**config.mk**
```make
export PLATFORM = sky130hd
export DESIGN_NAME = irqp_bank
export DESIGN_NICKNAME = d
export VERILOG_FILES = /design/src/irqp_pkg.sv /design/src/irqp_bank.sv /design/src/irqp_apb_dec.sv /design/src/irqp_pick.sv
export SDC_FILE = /design/constraint.sdc
export NUM_CORES = 1
export LEC_CHECK = 0
export BUFFER_PORTS_ARGS = -buffer_cell sky130_fd_sc_hd__buf_2
export CAP_MARGIN = 20
export CORE_MARGIN = 1.5
export CORE_UTILIZATION = 39
export CTS_BUF_LIST = sky130_fd_sc_hd__clkbuf_8
export CTS_CLUSTER_SIZE = 20
export DETAILED_ROUTE_END_ITERATION = 12
export SETUP_SLACK_MARGIN = 0.05
export SYNTH_ARGS = -nofsm -noshare
export SYNTH_HDL_FRONTEND = slang
export SYNTH_SLANG_ARGS = --single-unit
```
**constraint.sdc**
```tcl
create_clock -name pclk -period 5.27 [get_ports pclk]
set_clock_uncertainty 0.1 [all_clocks]
set_input_delay 0.2635 -clock pclk [delete_from_list [all_inputs] [get_ports pclk]]
set_output_delay 0.2635 -clock pclk [all_outputs]
set_load 0.05 [all_outputs]
```
**src/irqp_pkg.sv**
```systemverilog
/*
 * Shared constants and types of the interrupt mask and level bank.
 * Assumes a 32-bit APB master on pclk and peripheral requests on the same clock.
 */
package irqp_pkg;

	// Sizes: five 16-bit words of sources, 80 sources in all
	localparam int NWORD = 5;
	localparam int NSRC  = 80;

	typedef logic [NWORD-1:0][15:0] irqp_words_t;
	typedef logic [6:0]             irqp_src_t;
	typedef logic [2:0]             irqp_level_t;

	// Register index; byte address is four times the index
	localparam logic [3:0] IDX_MASK0  = 4'h0;
	localparam logic [3:0] IDX_LEVEL0 = 4'h5;
	localparam logic [3:0] IDX_FLAG0  = 4'h6;
	localparam logic [3:0] IDX_LAST   = 4'ha;

	// Implemented bits of each mask and flag word, word 0 lowest
	localparam irqp_words_t IMPL_MASK = {16'h210e, 16'h4006, 16'h22e3, 16'hfe1f, 16'h000f};
	localparam logic [15:0] LEVEL_IMPL = 16'h7777;

	// Values after reset
	localparam irqp_words_t MASK_RST  = '0;
	localparam irqp_words_t FLAG_RST  = '0;
	localparam logic [15:0] LEVEL_RST = 16'h4444;

	// Level fields: source j of word 0 uses bits 4*j+2 .. 4*j
	localparam int TIMER1_LVL_LSB   = 12;
	localparam int COMPARE1_LVL_LSB = 8;
	localparam int CAPTURE1_LVL_LSB = 4;
	localparam int EXT_PIN0_LVL_LSB = 0;
	localparam int LVL_STRIDE       = 4;
	localparam int NLEVELED         = 4;

	// Named bit positions inside mask and flag words
	localparam int EXT_PIN2_BIT  = 13;
	localparam int EXT_PIN1_BIT  = 4;
	localparam int CALENDAR_BIT  = 14;
	localparam int TW2_MASTER_BIT = 2;
	localparam int TW2_SLAVE_BIT = 1;
	localparam int CHECKSUM_BIT  = 3;
	localparam int SER2_ERR_BIT  = 2;
	localparam int SER1_ERR_BIT  = 1;

	// Level codes
	localparam irqp_level_t LEVEL_OFF     = 3'h0;
	localparam irqp_level_t LEVEL_TOP     = 3'h7;
	localparam irqp_level_t LEVEL_DEFAULT = 3'h4;

	// Forwarded request to the core
	typedef struct packed {
		logic        valid;
		irqp_src_t   src;
		irqp_level_t level;
	} irqp_grant_t;

	// All state of the top module
	typedef struct packed {
		irqp_words_t mask;
		irqp_words_t flag;
		logic [15:0] level0;
		logic        pready;
		logic        pslverr;
		logic [31:0] prdata;
		logic        irq;
		irqp_grant_t grant;
	} irqp_state_t;

endpackage

```
**src/irqp_bank.sv**
```systemverilog
/*
 * Interrupt mask, flag and level bank with APB register access.
 * Assumes peripheral requests are synchronous to pclk and the core samples
 * the registered grant. All state freezes while pclk_en is low.
 */
// Implementation choices: the register offsets and the APB slave port.
// Overview of operation
// RQ1: Mask bit 1 passes, 0 blocks; software accessible
// RQ2: Unimplemented bits read zero, ignore writes
// RQ3: Reset clears masks, levels load four
// RQ4: Level fields three bits; 111 is seven
// RQ5: Codes 001 upward map to levels 1-7
// RQ6: Level 000 disables source regardless of mask
// RQ7: Software routes external pin input to pin
// RQ8: Level word fields at 14:12,10:8,6:4,2:0
// RQ9: Mask one: pin2 bit13, pin1 bit4
// RQ10: Mask three: calendar 14, two-wire2 2,1
// RQ11: Mask four: checksum 3, serial errors 2,1
// RQ12: Flag sets on request, reads zero otherwise
// RQ13: Request needs flag, mask, nonzero level
// RQ14: Forward highest pending level with its level
`timescale 1ns/1ps
module irqp_bank (
	// Clock, reset, enable
	input  wire logic                   pclk,
	input  wire logic                   presetn,
	input  wire logic                   pclk_en,
	// APB slave
	input  wire logic                   psel,
	input  wire logic                   penable,
	input  wire logic                   pwrite,
	input  wire logic [11:0]            paddr,
	input  wire logic [31:0]            pwdata,
	input  wire logic [3:0]             pstrb,
	output logic                        pready,
	output logic [31:0]                 prdata,
	output logic                        pslverr,
	// Peripheral requests
	input  wire irqp_pkg::irqp_words_t  req,
	// Core side
	output logic                        irq,
	output irqp_pkg::irqp_grant_t       core_grant
);

	irqp_pkg::irqp_state_t                       s;
	irqp_pkg::irqp_state_t                       next_s;
	logic                                        setup;
	logic                                        wr;
	logic                                        hit;
	logic [3:0]                                  idx;
	logic [irqp_pkg::NSRC-1:0]                   qual;
	logic [irqp_pkg::NSRC-1:0][2:0]              lvl;
	irqp_pkg::irqp_grant_t                       grant;
	logic [15:0]                                 lane;
	logic [15:0]                                 rd_word;
	logic [irqp_pkg::NSRC-1:0]                   fflag;
	logic [irqp_pkg::NSRC-1:0]                   fmask;
	logic [irqp_pkg::NSRC-1:0]                   fimpl;

	irqp_apb_dec u_dec (
		.psel    (psel),
		.penable (penable),
		.pwrite  (pwrite),
		.paddr   (paddr),
		.pready  (s.pready),
		.setup   (setup),
		.wr      (wr),
		.hit     (hit),
		.idx     (idx)
	);

	// Flat views of the source words
	assign fflag = s.flag;
	assign fmask = s.mask;
	assign fimpl = irqp_pkg::IMPL_MASK;

	// Level of each source; sources outside the level word keep the default
	// Two loops keep every field select inside the level word
	always_comb begin
		for (int i = 0; i < irqp_pkg::NSRC; i++) begin
			lvl[i] = irqp_pkg::LEVEL_DEFAULT;
		end
		for (int i = 0; i < irqp_pkg::NLEVELED; i++) begin
			lvl[i] = s.level0[i*irqp_pkg::LVL_STRIDE +: 3]; // RQ4 RQ5 RQ8
		end
	end

	// Qualified sources: flag, mask and a nonzero level all needed
	always_comb begin
		for (int i = 0; i < irqp_pkg::NSRC; i++) begin
			qual[i] = fflag[i] && fmask[i] && fimpl[i] && (lvl[i] != irqp_pkg::LEVEL_OFF); // RQ1 RQ6 RQ13
		end
	end

	irqp_pick u_pick (
		.qual  (qual),
		.lvl   (lvl),
		.grant (grant)
	);

	// Byte lanes 0 and 1 carry the 16-bit registers
	assign lane = {{8{pstrb[1]}}, {8{pstrb[0]}}};

	// Read mux; unimplemented bits are already zero in state
	always_comb begin
		rd_word = 16'h0000;
		if (idx <= irqp_pkg::IDX_LEVEL0 - 4'h1)
			rd_word = s.mask[idx[2:0]];
		else if (idx == irqp_pkg::IDX_LEVEL0)
			rd_word = s.level0;
		else if (idx <= irqp_pkg::IDX_LAST)
			rd_word = s.flag[3'(idx - irqp_pkg::IDX_FLAG0)];
	end

	// Next state: request capture, APB answer, register writes, grant
	always_comb begin
		next_s         = s;
		next_s.pready  = 1'b0;
		next_s.pslverr = 1'b0;
		next_s.prdata  = 32'h0000_0000;
		// A request sets its flag; set wins over a clear in the same cycle
		for (int w = 0; w < irqp_pkg::NWORD; w++) begin
			next_s.flag[w] = s.flag[w] | (req[w] & irqp_pkg::IMPL_MASK[w]); // RQ12
		end
		// Answer one cycle after setup, so pready and prdata come from flops
		if (setup) begin
			next_s.pready  = 1'b1;
			next_s.pslverr = !hit;
			next_s.prdata  = hit ? {16'h0000, rd_word} : 32'h0000_0000;
		end
		if (wr) begin
			if (idx <= irqp_pkg::IDX_LEVEL0 - 4'h1) begin
				next_s.mask[idx[2:0]] = ((s.mask[idx[2:0]] & ~lane) | (pwdata[15:0] & lane))
					& irqp_pkg::IMPL_MASK[idx[2:0]]; // RQ1 RQ2 RQ9 RQ10 RQ11
			end else if (idx == irqp_pkg::IDX_LEVEL0) begin
				next_s.level0 = ((s.level0 & ~lane) | (pwdata[15:0] & lane))
					& irqp_pkg::LEVEL_IMPL; // RQ2 RQ8
			end else begin
				// Write one to clear; a fresh request still sets the flag
				next_s.flag[3'(idx - irqp_pkg::IDX_FLAG0)] =
					(s.flag[3'(idx - irqp_pkg::IDX_FLAG0)] & ~(pwdata[15:0] & lane))
					| (req[3'(idx - irqp_pkg::IDX_FLAG0)]
					& irqp_pkg::IMPL_MASK[3'(idx - irqp_pkg::IDX_FLAG0)]); // RQ12
			end
		end
		// Registered grant: one cycle behind the flags, kept glitch free
		next_s.irq   = grant.valid; // RQ13
		next_s.grant = grant; // RQ14
	end

	// State register; clock enable freezes everything
	always_ff @(posedge pclk or negedge presetn) begin
		if (!presetn) begin
			s        <= '0;
			s.mask   <= irqp_pkg::MASK_RST; // RQ3
			s.flag   <= irqp_pkg::FLAG_RST;
			s.level0 <= irqp_pkg::LEVEL_RST; // RQ3
		end else if (pclk_en) begin
			s <= next_s;
		end
	end

	// Outputs straight from state flops
	assign pready     = s.pready;
	assign prdata     = s.prdata;
	assign pslverr    = s.pslverr;
	assign irq        = s.irq;
	assign core_grant = s.grant;

	// Helper for checks: previous flag-and-mask, previous qualification
	logic [irqp_pkg::NSRC-1:0] prev_fm;
	logic [irqp_pkg::NSRC-1:0] prev_qual;
	always_ff @(posedge pclk or negedge presetn) begin
		if (!presetn) begin
			prev_fm   <= '0;
			prev_qual <= '0;
		end else if (pclk_en) begin
			prev_fm   <= fflag & fmask;
			prev_qual <= qual;
		end
	end
endmodule // irqp_bank

```
**src/irqp_apb_dec.sv**
```systemverilog
/*
 * APB address decoder for the bank.
 * Assumes the top registers pready; a write is taken only in the access edge.
 */
`timescale 1ns/1ps
module irqp_apb_dec (
	// APB request
	input  wire logic        psel,
	input  wire logic        penable,
	input  wire logic        pwrite,
	input  wire logic [11:0] paddr,
	input  wire logic        pready,
	// Decoded strobes
	output logic             setup,
	output logic             wr,
	output logic             hit,
	output logic [3:0]       idx
);

	// Word index and hit; misaligned or high addresses are unmapped
	always_comb begin
		idx   = paddr[5:2];
		hit   = (paddr[1:0] == 2'h0) && (paddr[11:6] == 6'h00) && (idx <= irqp_pkg::IDX_LAST);
		setup = psel && !penable;
		wr    = psel && penable && pready && pwrite && hit;
	end

endmodule // irqp_apb_dec

```
**src/irqp_pick.sv**
```systemverilog
/*
 * Highest-level picker over all qualified sources.
 * Assumes qual is already low for disabled sources.
 */
`timescale 1ns/1ps
module irqp_pick (
	// Candidates
	input  wire logic [irqp_pkg::NSRC-1:0]                         qual,
	input  wire logic [irqp_pkg::NSRC-1:0][2:0]                    lvl,
	// Winner
	output irqp_pkg::irqp_grant_t                                  grant
);

	// Strictly greater wins, so ties go to the lowest source number
	always_comb begin
		grant = '0;
		for (int i = 0; i < irqp_pkg::NSRC; i++) begin
			if (qual[i] && (!grant.valid || lvl[i] > grant.level)) begin
				grant.valid = 1'b1;
				grant.src   = irqp_pkg::irqp_src_t'(i);
				grant.level = lvl[i];
			end
		end
	end

endmodule // irqp_pick

```
# [Word-level counts from Yosys, hierarchy flattened]
# Memories as Yosys holds them, arrays and structs flattened.
# Index checks and enable logic that the tools add are counted.
[classes] mux=54 n_addsub=1 n_lt_le_gt_ge=36 n_eq_ne=1 reduce_logical=144 bitwise_logic=17
[op_table] cell="two-way mux 11 bit" n=31
[op_table] cell="two-way mux 96 bit" n=2
[op_table] cell="two-way mux 16 bit" n=11
[op_table] cell="bitwise mux 80 bit" n=2
[op_table] cell="binary-select mux 16 bit (select 3 bit)" n=3
[op_table] cell="demux 16 bit (select 3 bit)" n=2
[op_table] cell="greater-than comparator 3 bit (first input constant)" n=27
[op_table] cell="AND 16 bit" n=5
[op_table] cell="two-way mux 80 bit" n=1
[op_table] cell="logical AND 1 bit" n=74
[op_table] cell="bitwise OR 16 bit" n=3
[op_table] cell="two-way mux 34 bit" n=1
[op_table] cell="zero test 1 bit" n=32
[op_table] cell="NOT 16 bit" n=2
[op_table] cell="bitwise OR 16 x 14 -> 16 bit" n=2
[op_table] cell="logical OR 1 bit" n=30
[op_table] cell="bitwise OR 16 x 15 -> 16 bit" n=1
[op_table] cell="bitwise OR 16 x 4 -> 16 bit" n=1
[op_table] cell="AND 15 bit" n=1
[op_table] cell="two-way mux 15 bit" n=1
[op_table] cell="bitwise OR 15 bit" n=1
[op_table] cell="nonzero test 3 bit" n=4
[op_table] cell="greater-than comparator 3 bit" n=3
[op_table] cell="less-than comparator 3 x 4 -> 1 bit (second input constant)" n=2
[op_table] cell="10 further kinds" n=11
[word_totals] romBits=256 memories=2 word_cells=272 ff_bits=217 output_inout_bits=46
[mem_list] name="(no name shown)" words=8 width=16 read_ports=1 rd_ports_with_merged_regs=0 write_ports=0 line_no="irqp_bank.sv:134" rtl="& irqp_pkg::IMPL_MASK[idx[2:0]];"
[mem_list] name="(no name shown)" words=8 width=16 read_ports=1 rd_ports_with_merged_regs=0 write_ports=0 line_no="irqp_bank.sv:143" rtl="& irqp_pkg::IMPL_MASK[3'(idx - irqp_pkg::IDX_FLAG0)]);"

# [Depth between registers and ports, before layout]
# Gate-level depths: netlist of the first run.
[depth] depth_word=123 ltp_mapped=25

# [Cells and area by module]
# Synthesis of the first run repeated with hierarchy kept, for this count alone.
[hier_totals] cells_unflattened=3357 hier_area_um2=26082.5
[modules_own_cells] module="irqp_pick" cells_per_inst=2322 instances=1 area_per_inst_um2=15358.5 seq_area_each_um2=0.0
[modules_own_cells] module="irqp_bank" cells_per_inst=1024 instances=1 area_per_inst_um2=10636.5 seq_area_each_um2=5034.8
[modules_own_cells] module="irqp_apb_dec" cells_per_inst=11 instances=1 area_per_inst_um2=87.6 seq_area_each_um2=0.0

# [Least setup slack after synthesis of the first run]
# OpenSTA, ideal clock, no wires.
[synth_timing] path_type="register to register" start="register with a tool-made name" end="register s, in the netlist core_grant[0]" path_slack_ps=394 t_arrival_ps=4675 stages_incl_launch_ff=23 n_path_buf=0 required_time_ps=5069 period_less_slack_ps=4876 setup_time_ps=101 cell_sequence="dfstp_2 > nand3_1 > ha_1 > nand3_1 > o21ai_0 > o21ba_2 > or2_2 > mux2_2 > ha_1 > nand3_1 > o21ai_0 > o21ai_0 > nand2_1 > mux2_2 > ha_1 > nand3_1 > o21ai_0 > o21a_1 > o211a_1 > a211oi_2 > o21ai_1 > a31o_2 > o32ai_1"
[synth_lines] element="end signal: assignment" line_no="irqp_bank.sv:159" rtl="s <= next_s;"
[synth_lines] element="end: declaration" line_no="irqp_bank.sv:45" rtl="irqp_pkg::irqp_state_t s;"

# [Worst setup path in the final report of the first run]
[layout_timing] start="register s, in the netlist fmask[0]" end="register s, in the netlist core_grant[1]"
[layout_between] elab_chain_len=123
[layout_lines] element="logical AND 1 bit * (2 in a row)" line_no="irqp_bank.sv:91" rtl="qual[i] = fflag[i] && fmask[i] && fimpl[i] && (lvl[i] != irqp_pkg::LEVEL_OFF);"
[layout_lines] element="two-way mux 11 bit *" line_no="irqp_pick.sv:18" rtl="if (qual[i] && (!grant.valid || lvl[i] > grant.level)) begin"
[layout_lines] element="greater-than comparator 3 bit or zero test 1 bit (tied branches)" line_no="irqp_pick.sv:18"
[layout_lines] element="logical OR 1 bit" line_no="irqp_pick.sv:18"
[layout_lines] element="logical AND 1 bit" line_no="irqp_pick.sv:18"
[layout_lines] element="two-way mux 11 bit *" line_no="irqp_pick.sv:18"
[layout_lines] element="greater-than comparator 3 bit or zero test 1 bit (tied branches)" line_no="irqp_pick.sv:18"
[layout_lines] element="logical OR 1 bit" line_no="irqp_pick.sv:18"
[layout_lines] element="[106 not listed]"
[layout_lines] element="greater-than comparator 3 bit or zero test 1 bit (tied branches)"
[layout_lines] element="logical OR 1 bit"
[layout_lines] element="logical AND 1 bit" line_no="irqp_pick.sv:18"
[layout_lines] element="two-way mux 11 bit *" line_no="irqp_pick.sv:18"
[layout_lines] element="greater-than comparator 3 bit or zero test 1 bit (tied branches)"
[layout_lines] element="logical OR 1 bit"
[layout_lines] element="logical AND 1 bit" line_no="irqp_pick.sv:18"
[layout_lines] element="two-way mux 11 bit *" line_no="irqp_pick.sv:18"
# Mark *: on every way between the ends. The rest lies on a longest branch, timed or not.
# A chain may end at the register's enable or synchronous reset.

==> results.toml, run 1 <==
[sta]
fmax_mhz = 197
slew_headroom = 0.361
tightest_slew_ns = 0.958
hold-worst-slack_ns = 0.0109
layout_setup_ws_ns = 0.204
maxSlewViolCount = 0
min_period_ns = 5.07
setup_tns_ns = 0
period_share = 0.961
hold_viol_final = 0
setup_violations = 0

[synthesis]
yosysMostFrequentCell = "dfrtp_1"
synth.ff_latch_count = 201
yosys.area.top_type_share = 0.435
yosysSeqAreaShare = 0.444
netlist_top_cells_count = "dfrtp_1, mux2_2, nor2_1"
synth_cell_type_count = 71
ys_warn_count = 0
yosys.area.top_type = "dfrtp_1"
synthCells = 983
ys.flop_type = "dfrtp_1"
syn_area_mm2 = 0.0113
synth.area.top_cells = "dfrtp_1, mux2_2, mux4_2"
synthArstFlopShare = 1.00
synth_area_per_cell_um2 = 11.5
synth_edf_count = 0

[final_layout]
final_util = 0.475
nNetsFinal = 1314
instances_no_fill = 1572
final_layout_size_suffix_gt1_frac = 0.340
final_area_mm2 = 0.0136
area.growth.synth_to_final_pct = 19.8

[critical_path]
startpoint_type = "register"
endpoint_kind = "register"
worst_ep_required_time_ns = 5.61
cp.arrival_ns = 5.41
slowest_delay_ns = 0.45
crit_fanout = 7
crit_chain = "and3_4 -> ha_1 -> nand3_1 -> o21ai_1 -> o21ba_2 -> or2_4 -> mux2_4 -> ha_4 -> a211oi_2 -> o21ai_2 -> nand2_2 -> mux2_2 -> ha_1 -> nand3_1 -> o21ai_0 -> o21a_1 -> o211a_1 -> a211oi_4 -> o21ai_2 -> a31o_4 -> o32ai_2"
critPathKind = "register to register"
worst_path_max_delay_cell = "dfrtp_2"

[job]
cap_viol_max_count = 0

[placed_design]
place_inst = 1468
place_congestion = 0.942
port_buffers = 132
hpwl_um = 26100
place_area_mm2 = 0.0123
post-place-ws_ns = -0.130

[floorplanning]
io_pins = 180
dieArea_mm2 = 0.0301
start_util = 0.396
row_count = 62
core-area_mm2 = 0.0286
fp.dieW_um = 174
die_height_um = 174

[drt]
postRouteAntennaNets = 0
via_per_inst = 5.90
drt_iter0_drc = 771
num_vias = 9280
drt-total-wl_um = 37100
drc = 0
routedWlPerCell_um = 23.6
firstDrtPassIters = 7

[clocking]
root_buffer = "clkbuf_8"
cts.htree.levels = 2
cts_inserted_buffers = 38
clock_latency_ns = 0.54
cts_sinks = 201
clockBufferDepth = 3
cts_tree = "yes"
path_clk_slew_ns = 0.06

[grt]
grt_first_pass_wirelength_um = 56300
gr-usage-all-layers = 0.246
grt_max_degree = 91
grt_pass1_vias = 9316
grt_antenna_before_repair = 1
overflow = 0

[worst_hold_path]
hp-class = "primary input to register"

[power]
p_leak_nw = 6.34
p_per_area_mw_per_mm2 = 254
total_power_mw = 3.45
ir_drop_mv = 0.121

[status]
outcome = "finished clean"
==> worst max-delay path, delay by kind of cell, from the launching register on <==
family / cells / cell delay, ns
AOI/OAI and AO/OA: 11 / 2.28
adders and majority gates: 3 / 0.77
muxes: 2 / 0.69
and+or+nand+nor: 5 / 0.68
DFF: 1 / 0.45
==> per-layer routing <==
| metal | vias to the layer above | GRT usage | part of all wire |
|---|---|---|---|
| met3 | 92 | 0.0454 | 0.074 |
| met1 | 4675 | 0.338 | 0.43 |
| met4 | 0 | 0.108 | 0.039 |
| li1 | 4083 | - | - |
| met2 | 430 | 0.380 | 0.46 |
| met5 | - | 0 | 0 |
==> power breakdown <==
part	leakage [nW]	switching, mW	total, mW	internal (mW)
sequential	2.62	0.00283	1.55	1.55
combinational	3.27	0.258	0.388	0.130
clock	0.450	0.673	1.51	0.838
==> layout make-up <==
cell class | count | area, um^2
fillers | 2621 | 15000
clock buffers | 46 | 633
multi-input cells | 702 | 6030
clock inverters | 23 | 123
repair buffers | 189 | 1180
diodes | 1 | 2.50
well taps | 384 | 480
flip-flops and latches | 201 | 5040
inverters | 26 | 97.6
==> placed cells by master (no fill, tap or decap), drive strengths merged, types with 5 or more instances in the layout <==
| cell | instances |
|---|---|
| o21a | 17 |
| o22ai | 16 |
| o32ai | 6 |
| nor2 | 75 |
| clkinv | 5 |
| inv | 42 |
| a211oi | 7 |
| o21ai | 30 |
| nor3 | 17 |
| a32oi | 5 |
| nand2 | 59 |
| a21oi | 60 |
| a21o | 11 |
| nand3 | 17 |
| buf | 156 |
| conb | 16 |
| dfrtp | 197 |
| clkbuf | 47 |
| ha | 22 |
| o2bb2ai | 18 |
| and2 | 8 |
| o22a | 33 |
| nor2b | 6 |
| dlygate4sd3 | 32 |
| mux2 | 132 |
| a22oi | 39 |
| mux4 | 46 |
==> final timing paths <==
kind | to | slack, ns | cells after the start | from
max | core_grant[1] | 0.20 | 21 | fmask[0]
min | fflag[30] | 0.01 | 4 | req[30]
max reg2reg | core_grant[1] | 0.20 | 21 | fmask[0]
min reg2reg | fmask[13] | 0.38 | 1 | fmask[13]
max in group asynchronous | fmask[11] | 3.55 | 3 | presetn
min in group asynchronous | fflag[40] | 0.26 | 2 | presetn
==> registers in the layout, indices dropped and copies added (netlist names), named ones only <==
register	flops
fflag	80
fmask	80
prdata	16
core_grant	10
irq	1
pready	1
pslverr	1
==> what timing repair did <==
action	in CTS	in global routing
endpoints found under the hold margin	117	0
hold buffers	32	0
setup buffers	0	2
pin swaps	1	9
gates resized for setup	5	27
cloned	0	0
setup endpoints to repair	7	8
==> cells by family after synthesis <==
group	after synthesis	share of synthesized area
adder cells (fa/ha/maj)	22	0.0243
flip-flops	201	0.444
multiplexers	181	0.227
AO/OA/AOI/OAI	274	0.172
AND/OR/NAND/NOR	209	0.0899
buffers and inverters	95	0.0430
other	1	0.000331
Note: power is estimated with default switching activity, not from simulation.
==> run 2, diff against run 1 <==
--- a/config.mk
+++ b/config.mk
@@ -9,7 +9,6 @@
 export CAP_MARGIN = 20
 export CORE_MARGIN = 1.5
 export CORE_UTILIZATION = 39
-export CTS_BUF_LIST = sky130_fd_sc_hd__clkbuf_8
 export CTS_CLUSTER_SIZE = 20
 export DETAILED_ROUTE_END_ITERATION = 12
 export SETUP_SLACK_MARGIN = 0.05
==> run 2 against run 1 <==
Die area did not move. Final area fell by 1.1%. Register-to-register slack barely moved. Sequential share of layout area rose by 0.39 points. Non-clock buffer count fell by 10. Total power rose by 2.5%. Critical path depth did not move. Wire length fell by 0.86%. Via count fell by 1.8%. Critical path type unchanged.
==> results.toml, run 2 (synthesis gave the netlist of run 1 again) <==
[final_layout]
mostFrequentLayoutCells = "dfrtp_1, buf_2, mux2_2, nor2_1, a21oi_1"
final_common_cell = "dfrtp_1"
nNetsFinal = 1289
area.growth.synth_to_final_pct = 18.5
final_layout_size_suffix_gt1_frac = 0.331
final_util = 0.469

[sta]
layout_setup_ws_ns = 0.210
setup_violations = 0
hold-worst-slack_ns = 0.00780
hold_viol_final = 0
maxSlewViolCount = 0
rsz0062_at_grt = "false"
period_share = 0.960
slew_headroom = 0.320
tightest_slew_ns = 1.02
fmax_mhz = 198
min_period_ns = 5.06

[power]
power_frac_clock = 0.454
p_int_mw = 2.62
p_per_area_mw_per_mm2 = 263
combPwrFrac = 0.108
p_leak_nw = 6.22
ir_drop_mv = 0.203
p_switching_mw = 0.920
p_seq_frac = 0.438
sw_frac_of_total = 0.260

[placed_design]
place_congestion = 0.942
hpwl_um = 26100
post-place-ws_ns = -0.130
port_buffers = 132

[critical_path]
critPathKind = "register to register"
worst_ep_required_time_ns = 5.60
startpoint_type = "register"
cp.arrival_ns = 5.39
endpoint_kind = "register"
crit_fanout = 7

[grt]
grt_max_degree = 91
grt_first_pass_wirelength_um = 56000
overflow = 0
grt_antenna_before_repair = 1
grt_pass1_vias = 9103
gr-usage-all-layers = 0.244

[drt]
routedWlPerCell_um = 23.9
drt_iter0_drc = 789
drc = 0
via_per_inst = 5.94
drt-total-wl_um = 36700
num_vias = 9117
firstDrtPassIters = 5
postRouteAntennaNets = 0

[floorplanning]
fp.dieW_um = 174
core-area_mm2 = 0.0286
io_pins = 180
dieArea_mm2 = 0.0301
die_height_um = 174
start_util = 0.396
row_count = 62

[clocking]
clock_latency_ns = 0.53
cts.htree.levels = 1
cts_inserted_buffers = 23
cts_tree = "yes"
clockBufferDepth = 3
root_buffer = "clkbuf_16"
cts_sinks = 201
path_clk_slew_ns = 0.06

[job]
cap_viol_max_count = 0

[worst_hold_path]
hp-class = "primary input to register"

[status]
outcome = "finished clean"
## run 2: cell count changes in the layout (fill, tap and decap cells not counted), moves of 2 or more
cell / change
clkbuf_16: +23
clkbuf_1: +6
dfrtp_1: +2
dfrtp_2: -2
inv_1: -16
clkbuf_8: -43
dlygate4sd3_1: -9
## run 2: power groups by stage
stage	logic, mW	registers, mW	clock network (mW)
after global routing	0.409	1.55	1.69
after global placement	0.364	1.58	0
after floorplan	0.198	1.59	0
after CTS	0.378	1.55	1.63
after detailed placement	0.364	1.58	0
final	0.382	1.55	1.61
## run 2: worst paths after layout
| check | slack (ns) | to | cells after the start | startpoint |
|---|---|---|---|---|
| setup reg to reg | 0.21 | core_grant[1] | 21 | fmask[0] |
| min in group asynchronous | 0.27 | fflag[56] | 2 | presetn |
| setup / recovery | 0.21 | core_grant[1] | 21 | fmask[0] |
| max in group asynchronous | 3.53 | fmask[59] | 3 | presetn |
| hold / removal | 0.008 | fflag[45] | 3 | req[45] |
| hold reg to reg | 0.38 | fflag[9] | 2 | fflag[9] |
## run 2: through the flow
step / power, mW / setup TNS (ns) / cell area [um^2] / instances
after floorplan: 1.79 / 0 / 11400 / 998
after global placement: 1.94 / 0 / 12300 / 1468
after detailed placement: 1.94 / -0.423 / 12300 / 1468
after CTS: 3.56 / 0 / 13300 / 1533
after global routing: 3.65 / 0 / 13400 / 1534
final: 3.54 / 0 / 13400 / 1535
## run 2: worst max-delay path, cell delays in order (launching register included)
cell      delay [ns]
dfrtp_1         0.44
and3_1          0.24
ha_1            0.28
nand3_1         0.08
o21ai_1         0.08
o21ba_2         0.22
or2_4           0.25
mux2_4          0.33
ha_4            0.22
a211oi_2        0.22
o21ai_2         0.11
nand2_2         0.09
mux2_2          0.35
ha_1            0.27
nand3_1         0.06
o21ai_0         0.08
o21a_1          0.23
o211a_1         0.24
a211oi_4        0.38
nor3_2          0.13
a31o_4          0.30
o32ai_2         0.25
## run 2: routing by layer
metal | vias up | part of all wire | track usage
met2 | 399 | 0.46 | 0.385
met5 | - | 0 | 0
met1 | 4613 | 0.43 | 0.342
met4 | 0 | 0.040 | 0.0942
met3 | 71 | 0.069 | 0.0344
li1 | 4034 | - | -
## run 2: layout make-up
class	count	area, um^2
Timing Repair Buffer	179	1090
Multi-Input combinational cell	702	5990
Tap cell	384	480
Clock buffer	32	639
Fill cell	2611	15200
Antenna cell	1	2.50
Clock inverter	10	106
Inverter	26	97.6
Sequential cell	201	5030
## run 2: repair_timing
item / CTS / global route
setup endpoints to repair: 5 / 8
endpoints found under the hold margin: 106 / 0
pin swaps: 1 / 9
hold buffers: 23 / 0
gates resized for setup: 6 / 19
setup buffers: 0 / 1
